`src/logic/gpio_level_pkg.sv`:
```
// Constants for the twelve-pin level register block.
// Assumes a 16-bit register port and one 25 MHz clock.
package gpio_level_pkg;
    localparam int          PIN_COUNT      = 12;
    localparam int          ADDR_W         = 16;
    localparam int          DATA_W         = 16;
    localparam int          FN_W           = 4;
    localparam int          FN_PER_REG     = 4;
    // Register offsets
    localparam logic [15:0] PIN_LEVEL_ADDR = 16'h400c;
    localparam logic [15:0] PIN_DIR_ADDR   = 16'h4100;
    localparam logic [15:0] PIN_POL_ADDR   = 16'h4101;
    localparam logic [15:0] PIN_FN0_ADDR   = 16'h4102;
    localparam logic [15:0] PIN_FN1_ADDR   = 16'h4103;
    localparam logic [15:0] PIN_FN2_ADDR   = 16'h4104;
    // Field values
    localparam logic [3:0]  FN_PLAIN_GPIO  = 4'h0;
    localparam logic        DIR_OUTPUT     = 1'b0;
    localparam logic        POL_INVERT     = 1'b0;
    // Reset values
    localparam logic [11:0] LEVEL_RESET    = 12'h000;
    localparam logic [11:0] DIR_RESET      = 12'hfff;
    localparam logic [11:0] POL_RESET      = 12'hfff;
    localparam logic [15:0] FN_RESET       = 16'h0000;
    localparam logic [15:0] UNMAPPED_READ  = 16'h0000;
    localparam logic [3:0]  UPPER_ZERO     = 4'h0;
endpackage : gpio_level_pkg

```
`src/logic/pin_level_cell.sv`:
```
// One pin's level logic: output gating and polarity for reads and drives.
// Assumes the function, direction and polarity settings are stable levels.
`timescale 1ns/1ps
module pin_level_cell
    import gpio_level_pkg::*;
(
    input  wire logic            i_level,
    input  wire logic            i_pin_in,
    input  wire logic            i_polarity,
    input  wire logic            i_direction,
    input  wire logic [FN_W-1:0] i_function_select,
    output logic                 o_out_enabled,
    output logic                 o_drive,
    output logic                 o_read_bit
);
    // Output only in plain function with output direction
    assign o_out_enabled = (i_function_select == FN_PLAIN_GPIO) &&
                           (i_direction == DIR_OUTPUT);
    // Inverted sense when polarity is zero, both ways
    assign o_drive    = (i_polarity == POL_INVERT) ? ~i_level
                                                   : i_level;
    assign o_read_bit = (i_polarity == POL_INVERT) ? ~i_pin_in
                                                   : i_pin_in;
endmodule : pin_level_cell

```
`src/logic/gpio_level_register.sv`:
```
// Level register for twelve general-purpose pins plus their settings.
// Assumes pin inputs synchronous to i_clk and a one-cycle strobe master.
`timescale 1ns/1ps
module gpio_level_register
    import gpio_level_pkg::*;
(
    input  wire logic              i_clk,
    input  wire logic              i_sys_rst,
    input  wire logic [ADDR_W-1:0] i_addr,
    input  wire logic [DATA_W-1:0] i_wr_data,
    input  wire logic              i_wr_en,
    input  wire logic              i_rd_en,
    output logic [DATA_W-1:0]      o_rd_data,
    input  wire logic [11:0]       i_pin_in,
    output logic [11:0]            o_pin_out,
    output logic [11:0]            o_pin_oe
);
    ////////////////////////////////////////////////////////////////////
    logic [11:0]             level;
    logic [11:0]             direction;
    logic [11:0]             polarity;
    logic [DATA_W-1:0]       fn_reg [3];
    logic [FN_W-1:0]         fn_sel [PIN_COUNT];
    logic [11:0]             out_enabled;
    logic [11:0]             drive;
    logic [11:0]             read_bits;
    logic [DATA_W-1:0]       next_rd_data;

    ////////////////////////////////////////////////////////////////////
    // Per-pin gating and polarity
    for (genvar g = 0; g < PIN_COUNT; g++) begin : g_pin
        assign fn_sel[g] = fn_reg[g / FN_PER_REG]
                                 [(g % FN_PER_REG) * FN_W +: FN_W];
        pin_level_cell u_cell (
            .i_level           (level[g]),
            .i_pin_in          (i_pin_in[g]),
            .i_polarity        (polarity[g]),
            .i_direction       (direction[g]),
            .i_function_select (fn_sel[g]),
            .o_out_enabled     (out_enabled[g]),
            .o_drive           (drive[g]),
            .o_read_bit        (read_bits[g])
        );
    end

    ////////////////////////////////////////////////////////////////////
    // Level bits: only output-enabled pins take a write; upper bits dropped
    always_ff @(posedge i_clk) begin
        if (i_sys_rst) begin
            level <= LEVEL_RESET;
        end else if (i_wr_en && i_addr == PIN_LEVEL_ADDR) begin
            for (int i = 0; i < PIN_COUNT; i++) begin
                if (out_enabled[i]) begin
                    level[i] <= i_wr_data[i];
                end
            end
        end
    end

    // Direction and polarity settings
    always_ff @(posedge i_clk) begin
        if (i_sys_rst) begin
            direction <= DIR_RESET;
            polarity  <= POL_RESET;
        end else if (i_wr_en) begin
            if (i_addr == PIN_DIR_ADDR) begin
                direction <= i_wr_data[11:0];
            end
            if (i_addr == PIN_POL_ADDR) begin
                polarity <= i_wr_data[11:0];
            end
        end
    end

    // Function selects, four pins to a register
    always_ff @(posedge i_clk) begin
        if (i_sys_rst) begin
            fn_reg[0] <= FN_RESET;
            fn_reg[1] <= FN_RESET;
            fn_reg[2] <= FN_RESET;
        end else if (i_wr_en) begin
            case (i_addr)
                PIN_FN0_ADDR: fn_reg[0] <= i_wr_data;
                PIN_FN1_ADDR: fn_reg[1] <= i_wr_data;
                PIN_FN2_ADDR: fn_reg[2] <= i_wr_data;
                default: ;
            endcase
        end
    end

    ////////////////////////////////////////////////////////////////////
    // Read mux; unmapped addresses answer zero
    always_comb begin
        case (i_addr)
            // Pin input through polarity, upper bits zero
            PIN_LEVEL_ADDR: next_rd_data = {UPPER_ZERO, read_bits};
            PIN_DIR_ADDR:   next_rd_data = {UPPER_ZERO, direction};
            PIN_POL_ADDR:   next_rd_data = {UPPER_ZERO, polarity};
            PIN_FN0_ADDR:   next_rd_data = fn_reg[0];
            PIN_FN1_ADDR:   next_rd_data = fn_reg[1];
            PIN_FN2_ADDR:   next_rd_data = fn_reg[2];
            default:        next_rd_data = UNMAPPED_READ;
        endcase
    end

    // Read data stands only in the cycle after the strobe
    always_ff @(posedge i_clk) begin
        if (i_sys_rst) begin
            o_rd_data <= UNMAPPED_READ;
        end else if (i_rd_en) begin
            o_rd_data <= next_rd_data;
        end else begin
            o_rd_data <= UNMAPPED_READ;
        end
    end

    // Pin drivers are registered, so a change shows one cycle later
    always_ff @(posedge i_clk) begin
        if (i_sys_rst) begin
            o_pin_out <= LEVEL_RESET;
            o_pin_oe  <= LEVEL_RESET;
        end else begin
            o_pin_out <= drive;
            o_pin_oe  <= out_enabled;
        end
    end
endmodule : gpio_level_register

```
`config.mk`:
```
export PLATFORM = sky130hd
export DESIGN_NAME = gpio_level_register
export DESIGN_NICKNAME = d
export VERILOG_FILES = /design/src/logic/gpio_level_pkg.sv /design/src/logic/pin_level_cell.sv /design/src/logic/gpio_level_register.sv
export SDC_FILE = /design/constraint.sdc
export NUM_CORES = 1
export LEC_CHECK = 0
export BUFFER_PORTS_ARGS = -buffer_cell sky130_fd_sc_hd__buf_2
export CORE_MARGIN = 2
export CORE_UTILIZATION = 52
export DETAILED_ROUTE_END_ITERATION = 16
export PLACE_DENSITY = 0.84
export SLEW_MARGIN = 20
export SYNTH_ARGS = -nofsm -noshare
export SYNTH_HDL_FRONTEND = slang
export SYNTH_SLANG_ARGS = --single-unit
```
`constraint.sdc`:
```
create_clock -name i_clk -period 2.5 [get_ports i_clk]
set_input_delay 0.25 -clock i_clk [delete_from_list [all_inputs] [get_ports i_clk]]
set_output_delay 0.25 -clock i_clk [all_outputs]
set_load 0.01 [all_outputs]
```
==> flow_metrics.py, run 1 <==
metrics = {
    "outcome": {
        "outcome": "finished clean",
    },
    "global_route": {
        "total_congestion_overflow": 0,
        "globalRouteTotalUtil": 0.273,
        "grt_start_max_net_pins": 42,
        "antenna_found_initial": 0,
        "via_count_of_the_first_global_routing_pass": 4298,
        "grt_first_pass_wirelength_um": 22900,
    },
    "synthesis": {
        "synthAdderAreaFrac": 0,
        "muxShareOfSynthArea": 0.0498,
        "synth_compound_gate_area_share": 0.151,
        "ys.flop_type": "dfxtp_1",
        "synth_top_family_by_area": "simple AND/OR/NAND/NOR gates",
        "ys_seq_elements": 124,
        "yosysTopAreaCellShare": 0.286,
        "synth_edf_count": 48,
        "synth-async-reset-ratio": 0,
        "synthesized_netlist_net_count": 514,
        "syn_area_per_cell_um2": 11.4,
        "post_synth_inst_count": 466,
        "synthDistinctLibCells": 44,
        "synth_area_leaders": "dfxtp_1 29%, edfxtp_1 27%, xor2_1 4.0%",
        "seq_area_frac_synth": 0.557,
        "post-synth-top-area-cell": "dfxtp_1",
        "yosysWarnings": 0,
        "synth.cell_area_um2": 5320,
        "yosys.area_share.xor_xnor": 0.0395,
        "synth_simple_gate_area_share": 0.162,
    },
    "placement": {
        "number_of_cells_in_the_design_after_placement": 666,
        "total_of_buffers_placed_on_input_and_output_ports": 87,
        "dp_worst_setup_slack_ns": 0.283,
        "gp_routability_congestion": 0.966,
        "hpwl_dp_um": 10100,
    },
    "route": {
        "drtIter0Drc": 488,
        "vias": 4376,
        "drt_pre_antenna_iters": 5,
        "viasPerCell": 6.27,
        "drtAntennaViolNets": 0,
        "drt-wirelength-per-cell_um": 21.3,
        "drc_errors": 0,
        "wl_um": 14800,
    },
    "sta": {
        "max_freq_mhz": 571,
        "final-max-slew-violation-count": 0,
        "timing.final.crit_share": 0.700,
        "worst_slack_ns": 0.749,
        "shortest_clock_period_the_worst_path_allows_after_layout_ns": 1.75,
        "grt_setup_unrepaired": "no",
        "setup_total_negative_slack_ns": 0,
        "hold_viol_final": 0,
        "maxSlewHeadroom": 0.422,
        "timing.final.setup_violations": 0,
        "worst_skew_ns": 0.0100,
        "tightestPinTransition_ns": 0.863,
    },
    "pwr": {
        "power.density_nw_per_um2": 746,
        "switching_share": 0.222,
        "clock_power_share": 0.509,
        "power_frac_seq": 0.448,
        "power_frac_comb": 0.043,
        "max-vdd-ir-drop_mv": 0.567,
        "power_switching_mw": 1.07,
        "p_int_mw": 3.76,
        "total_power_mw": 4.83,
        "static-leakage-power_nw": 2.51,
    },
    "layout": {
        "n_antenna_cell": 0,
        "largest_register_ffs": 48,
        "final_layout_size_suffix_gt1_frac": 0.283,
        "nets": 600,
        "finish.cell_count_without_fillers": 698,
        "area_growth_syn_to_layout_pct": 21.7,
        "final_util": 0.657,
        "commonest_non_fill_non_tap_cells_in_the_layout": "87 x buf_2, 76 x dfxtp_1, 48 x edfxtp_1",
        "mostFrequentLayoutCell": "buf_2",
    },
    "cts": {
        "cts_hold_buf": 0,
        "post_cts_buffers": 0,
        "skew_pair_late_insertion_delay_ns": 0.53,
        "cts_root_buffer": "clkbuf_8",
        "tritoncts": "yes",
        "h-tree-depth": 4,
        "numClockSinks": 124,
        "post_cts_resize_count": 0,
        "clkTransAtPathRegs_ns": 0.06,
        "clock_tree.buffer_depth": 2,
        "cts-buffers-inserted": 17,
    },
    "floorplanning": {
        "placeable_core_area_um2": 9860,
        "chipWidth_um": 105,
        "die_h_um": 105,
        "rows": 36,
        "pin_count": 88,
        "floorplan.initialDensity": 0.539,
        "die-area_um2": 11100,
    },
    "worst_setup_path": {
        "worstPathRequired_ns": 2.74,
        "worst-setup-path-type": "in -> reg",
        "reg2regPathDepth": 4,
        "critPathArrivalTime_ns": 1.99,
        "regToRegStartpoint": "fn_reg[0][46]",
        "regToRegEndpoint": "level[11]",
        "critPathCaptureType": "flip-flop",
        "endpoint_of_the_worst_setup_timing_path": "fn_reg[0][18]",
        "setup.worst_path.start_class": "primary input",
        "worstPathMaxFanout": 12,
        "setup.worst_path.start": "i_addr[15]",
        "reg2reg_setup_slack_ns": 0.86,
    },
    "worst_hold_path": {
        "timing.hold.worst.class": "in -> reg",
        "timing.hold.worst.start": "i_wr_data[4]",
    },
    "job": {
        "max_cap_violations": 0,
    },
}
[metrics by stage]
| step | area (um^2) | hold WS, ns |
|---|---|---|
| 2_1_floorplan | 5320 | 0.404 |
| 4_1_cts | 6480 | 0.0202 |
| 3_3_place_gp | 5880 | 0.476 |
| 3_5_place_dp | 5880 | 0.469 |
| 5_1_grt | 6480 | 0.0400 |
| 6_report | 6480 | 0.0432 |
[Yosys cell counts, types with 13 or more instances]
cell,count
mux2i_1,13
and3_1,13
xor2_1,24
nor3_1,24
dfxtp_1,76
clkbuf_1,18
a21oi_1,24
o21bai_1,13
edfxtp_1,48
nand4_1,19
and2_1,20
nor2_1,25
[routing by layer]
metal / global-route usage / wire (um) / vias to the layer above
met5: 0 / 0 / -
li1: - / - / 1949
met3: 0.0705 / 1630 / 45
met1: 0.352 / 5780 / 2069
met4: 0.122 / 410 / 0
met2: 0.432 / 7020 / 313
[layout make-up]
type / instances / area (um^2)
Fill cell: 734 / 3390
Sequential cell: 124 / 2960
Multi-Input combinational cell: 295 / 2150
Timing Repair Buffer: 102 / 561
Clock buffer: 18 / 428
Clock inverter: 14 / 168
Tap cell: 133 / 166
Inverter: 12 / 45.0
[power by group through the flow]
| stage | combinational (mW) | clock [mW] | sequential (mW) |
|---|---|---|---|
| global placement | 0.197 | 0 | 2.20 |
| global route | 0.219 | 2.55 | 2.16 |
| finish | 0.209 | 2.46 | 2.16 |
| CTS | 0.204 | 2.48 | 2.16 |
| detailed placement | 0.203 | 0 | 2.20 |
| floorplan | 0.103 | 0 | 2.19 |
[logic make-up (layout without fill, tap and decap cells)]
logic type	count (synthesis)	after routing
and+or+nand+nor	141	141
DFF	124	124
buffers and inverters	47	146
AOI/OAI and AO/OA	105	105
xor gates and xnor gates	24	24
muxes	25	25
[worst max-delay path: stages]
cell and delay [ns]:
buf_2 0.11, nor4b_4 0.47, and4_1 0.51, a41o_1 0.44, buf_12 0.20
[worst min-delay path by stage]
stage	slack (ns)	depth (start not counted)	to
floorplan	0.40	2	level[10]
global placement	0.48	1	o_pin_oe[10]
detailed placement	0.47	1	o_pin_oe[6]
CTS	0.02	3	level[4]
global route	0.04	3	level[11]
finish	0.04	3	level[4]
No activity file was read; power rests on OpenSTA's default activity.
==> run 2, diff against run 1 <==
==> constraint.sdc (replaced) <==
create_clock -name i_clk -period 1.7 [get_ports i_clk]
set_input_delay 0.17 -clock i_clk [delete_from_list [all_inputs] [get_ports i_clk]]
set_output_delay 0.17 -clock i_clk [all_outputs]
set_load 0.01 [all_outputs]
==> flow_metrics.py, run 2 (same netlist as run 1, synthesis figures left out) <==
metrics = {
    "route": {
        "drc_errors": 0,
        "wl_um": 15800,
        "met1_length_um": 5730,
        "vias": 4610,
        "drtIter0Drc": 498,
        "drt_pre_antenna_iters": 5,
        "drt-wirelength-per-cell_um": 21.5,
        "viasPerCell": 6.28,
        "detailroute.wirelength.met3_um": 1910,
        "met2WireLength_um": 7460,
        "dr.max_layer_used": "met4",
        "drtAntennaViolNets": 0,
    },
    "floorplanning": {
        "chipWidth_um": 105,
        "rows": 36,
        "die-area_um2": 11100,
        "pin_count": 88,
        "placeable_core_area_um2": 9860,
        "floorplan.initialDensity": 0.539,
        "die_h_um": 105,
    },
    "cts": {
        "clkTransAtPathRegs_ns": 0.06,
        "cts-buffers-inserted": 17,
        "post_cts_buffers": 0,
        "tritoncts": "yes",
        "skew_pair_late_insertion_delay_ns": 0.53,
        "h-tree-depth": 4,
        "clock_tree.buffer_depth": 2,
        "cts_root_buffer": "clkbuf_8",
        "numClockSinks": 124,
    },
    "placement": {
        "hpwl_dp_um": 10300,
        "placed_area_um2": 6030,
        "gp_routability_congestion": 0.896,
        "total_of_buffers_placed_on_input_and_output_ports": 87,
        "dp_worst_setup_slack_ns": -0.0605,
    },
    "layout": {
        "final_cell_area_um2": 6800,
        "largest_register_ffs": 48,
        "filler_cell_count": 692,
        "commonest_non_fill_non_tap_cells_in_the_layout": "87 x buf_2, 76 x dfxtp_1, 48 x edfxtp_1",
        "nets": 636,
        "multi_input_area_um2": 2180,
        "final_util": 0.690,
        "n_antenna_cell": 0,
        "mostFrequentLayoutCell": "buf_2",
        "area_growth_syn_to_layout_pct": 27.8,
        "final_layout_size_suffix_gt1_frac": 0.300,
        "storage_cell_area_um2": 2960,
    },
    "pwr": {
        "max-vdd-ir-drop_mv": 0.799,
        "power.density_nw_per_um2": 1010,
        "total_power_mw": 6.89,
        "static-leakage-power_nw": 2.66,
    },
    "sta": {
        "maxSlewHeadroom": 0.621,
        "hold_viol_final": 0,
        "worst_skew_ns": 0.00799,
        "tightestPinTransition_ns": 0.569,
        "timing.final.setup_violations": 0,
        "hold_slack_ns": 0.0206,
        "final-max-slew-violation-count": 0,
        "timing.final.crit_share": 0.978,
        "max_freq_mhz": 601,
        "shortest_clock_period_the_worst_path_allows_after_layout_ns": 1.66,
        "worst_slack_ns": 0.0370,
    },
    "worst_setup_path": {
        "regToRegStartpoint": "fn_reg[0][11]",
        "worstPathMaxFanout": 2,
        "worstPathRequired_ns": 2.15,
        "setup.worst_path.start_class": "flip-flop",
        "reg2reg_setup_slack_ns": 0.04,
        "reg2regPathDepth": 4,
        "critPathArrivalTime_ns": 2.11,
        "regToRegEndpoint": "level[2]",
        "worst-setup-path-type": "reg -> reg",
        "critPathCaptureType": "flip-flop",
    },
    "global_route": {
        "grt_start_max_net_pins": 35,
        "grt_first_pass_wirelength_um": 24400,
        "antenna_found_initial": 0,
        "via_count_of_the_first_global_routing_pass": 4604,
        "total_congestion_overflow": 0,
        "globalRouteTotalUtil": 0.290,
    },
    "worst_hold_path": {
        "min_path_cells": 3,
        "timing.hold.worst.class": "in -> reg",
        "timing.hold.worst_endpoint": "o_rd_data[8]",
        "timing.hold.worst.start": "i_pin_in[8]",
    },
    "job": {
        "max_cap_violations": 0,
    },
    "outcome": {
        "outcome": "finished clean",
    },
}
## run 2: cell types whose count changed in the layout (fill, tap and decap cells not counted), sizes merged
| cell | before | now |
|---|---|---|
| inv | 14 | 17 |
| bufinv | 3 | 1 |
| buf | 102 | 117 |
| dlygate4sd3 | 0 | 21 |
| clkbuf | 18 | 17 |
## run 2: per-stage QoR
step	instances	setup TNS [ns]
final	734	0
after global routing	734	-0.0211
after CTS	734	0
after detailed placement	681	-2.45
after global placement	681	-1.38
after floorplan	466	0
## run 2: worst max path at each step
stage | from | endpoint | slack, ns | depth (start not counted)
6_report | fn_reg[0][11] | level[2] | 0.04 | 4
3_5_place_dp | i_addr[9] | level[8] | -0.06 | 6
3_3_place_gp | i_addr[9] | fn_reg[0][9] | -0.06 | 4
2_1_floorplan | i_addr[9] | fn_reg[0][0] | 0.0006 | 5
4_1_cts | fn_reg[0][29] | level[7] | 0.05 | 4
5_1_grt | fn_reg[0][11] | level[2] | -0.02 | 4
## run 2: critical path, stage by stage, from the launching register on
cell and delay [ns]:
edfxtp_1 0.41, or4_1 0.62, nor2_2 0.23, nand4_1 0.13, a21oi_1 0.19
## run 2: layout make-up
| cell class | count | share of cell area |
|---|---|---|
| Tap cell | 133 | 0.0245 |
| Clock buffer | 17 | 0.0609 |
| Timing Repair Buffer | 138 | 0.132 |
| Inverter | 12 | 0.00662 |
| Multi-Input combinational cell | 295 | 0.321 |
| Clock inverter | 15 | 0.0202 |
| Sequential cell | 124 | 0.436 |
## run 2: repair_timing
| action | CTS | global route |
|---|---|---|
| endpoints found under the hold margin | 32 | 0 |
| gates resized for setup | 0 | 3 |
| hold buffers | 21 | 0 |
| setup endpoints to repair | 0 | 3 |
## run 2: power breakdown
group	internal (mW)	leakage, nW	total [mW]	switching (mW)
clock network	1.95	0.267	3.35	1.40
logic	0.159	1.32	0.365	0.205
registers	3.14	1.07	3.18	0.0370
total	5.26	2.66	6.89	1.64
## run 2: layer usage
metal / up-vias / global-route usage
li1: 2023 / -
met5: - / 0
met3: 80 / 0.0842
met1: 2153 / 0.356
met2: 354 / 0.471
met4: 0 / 0.136
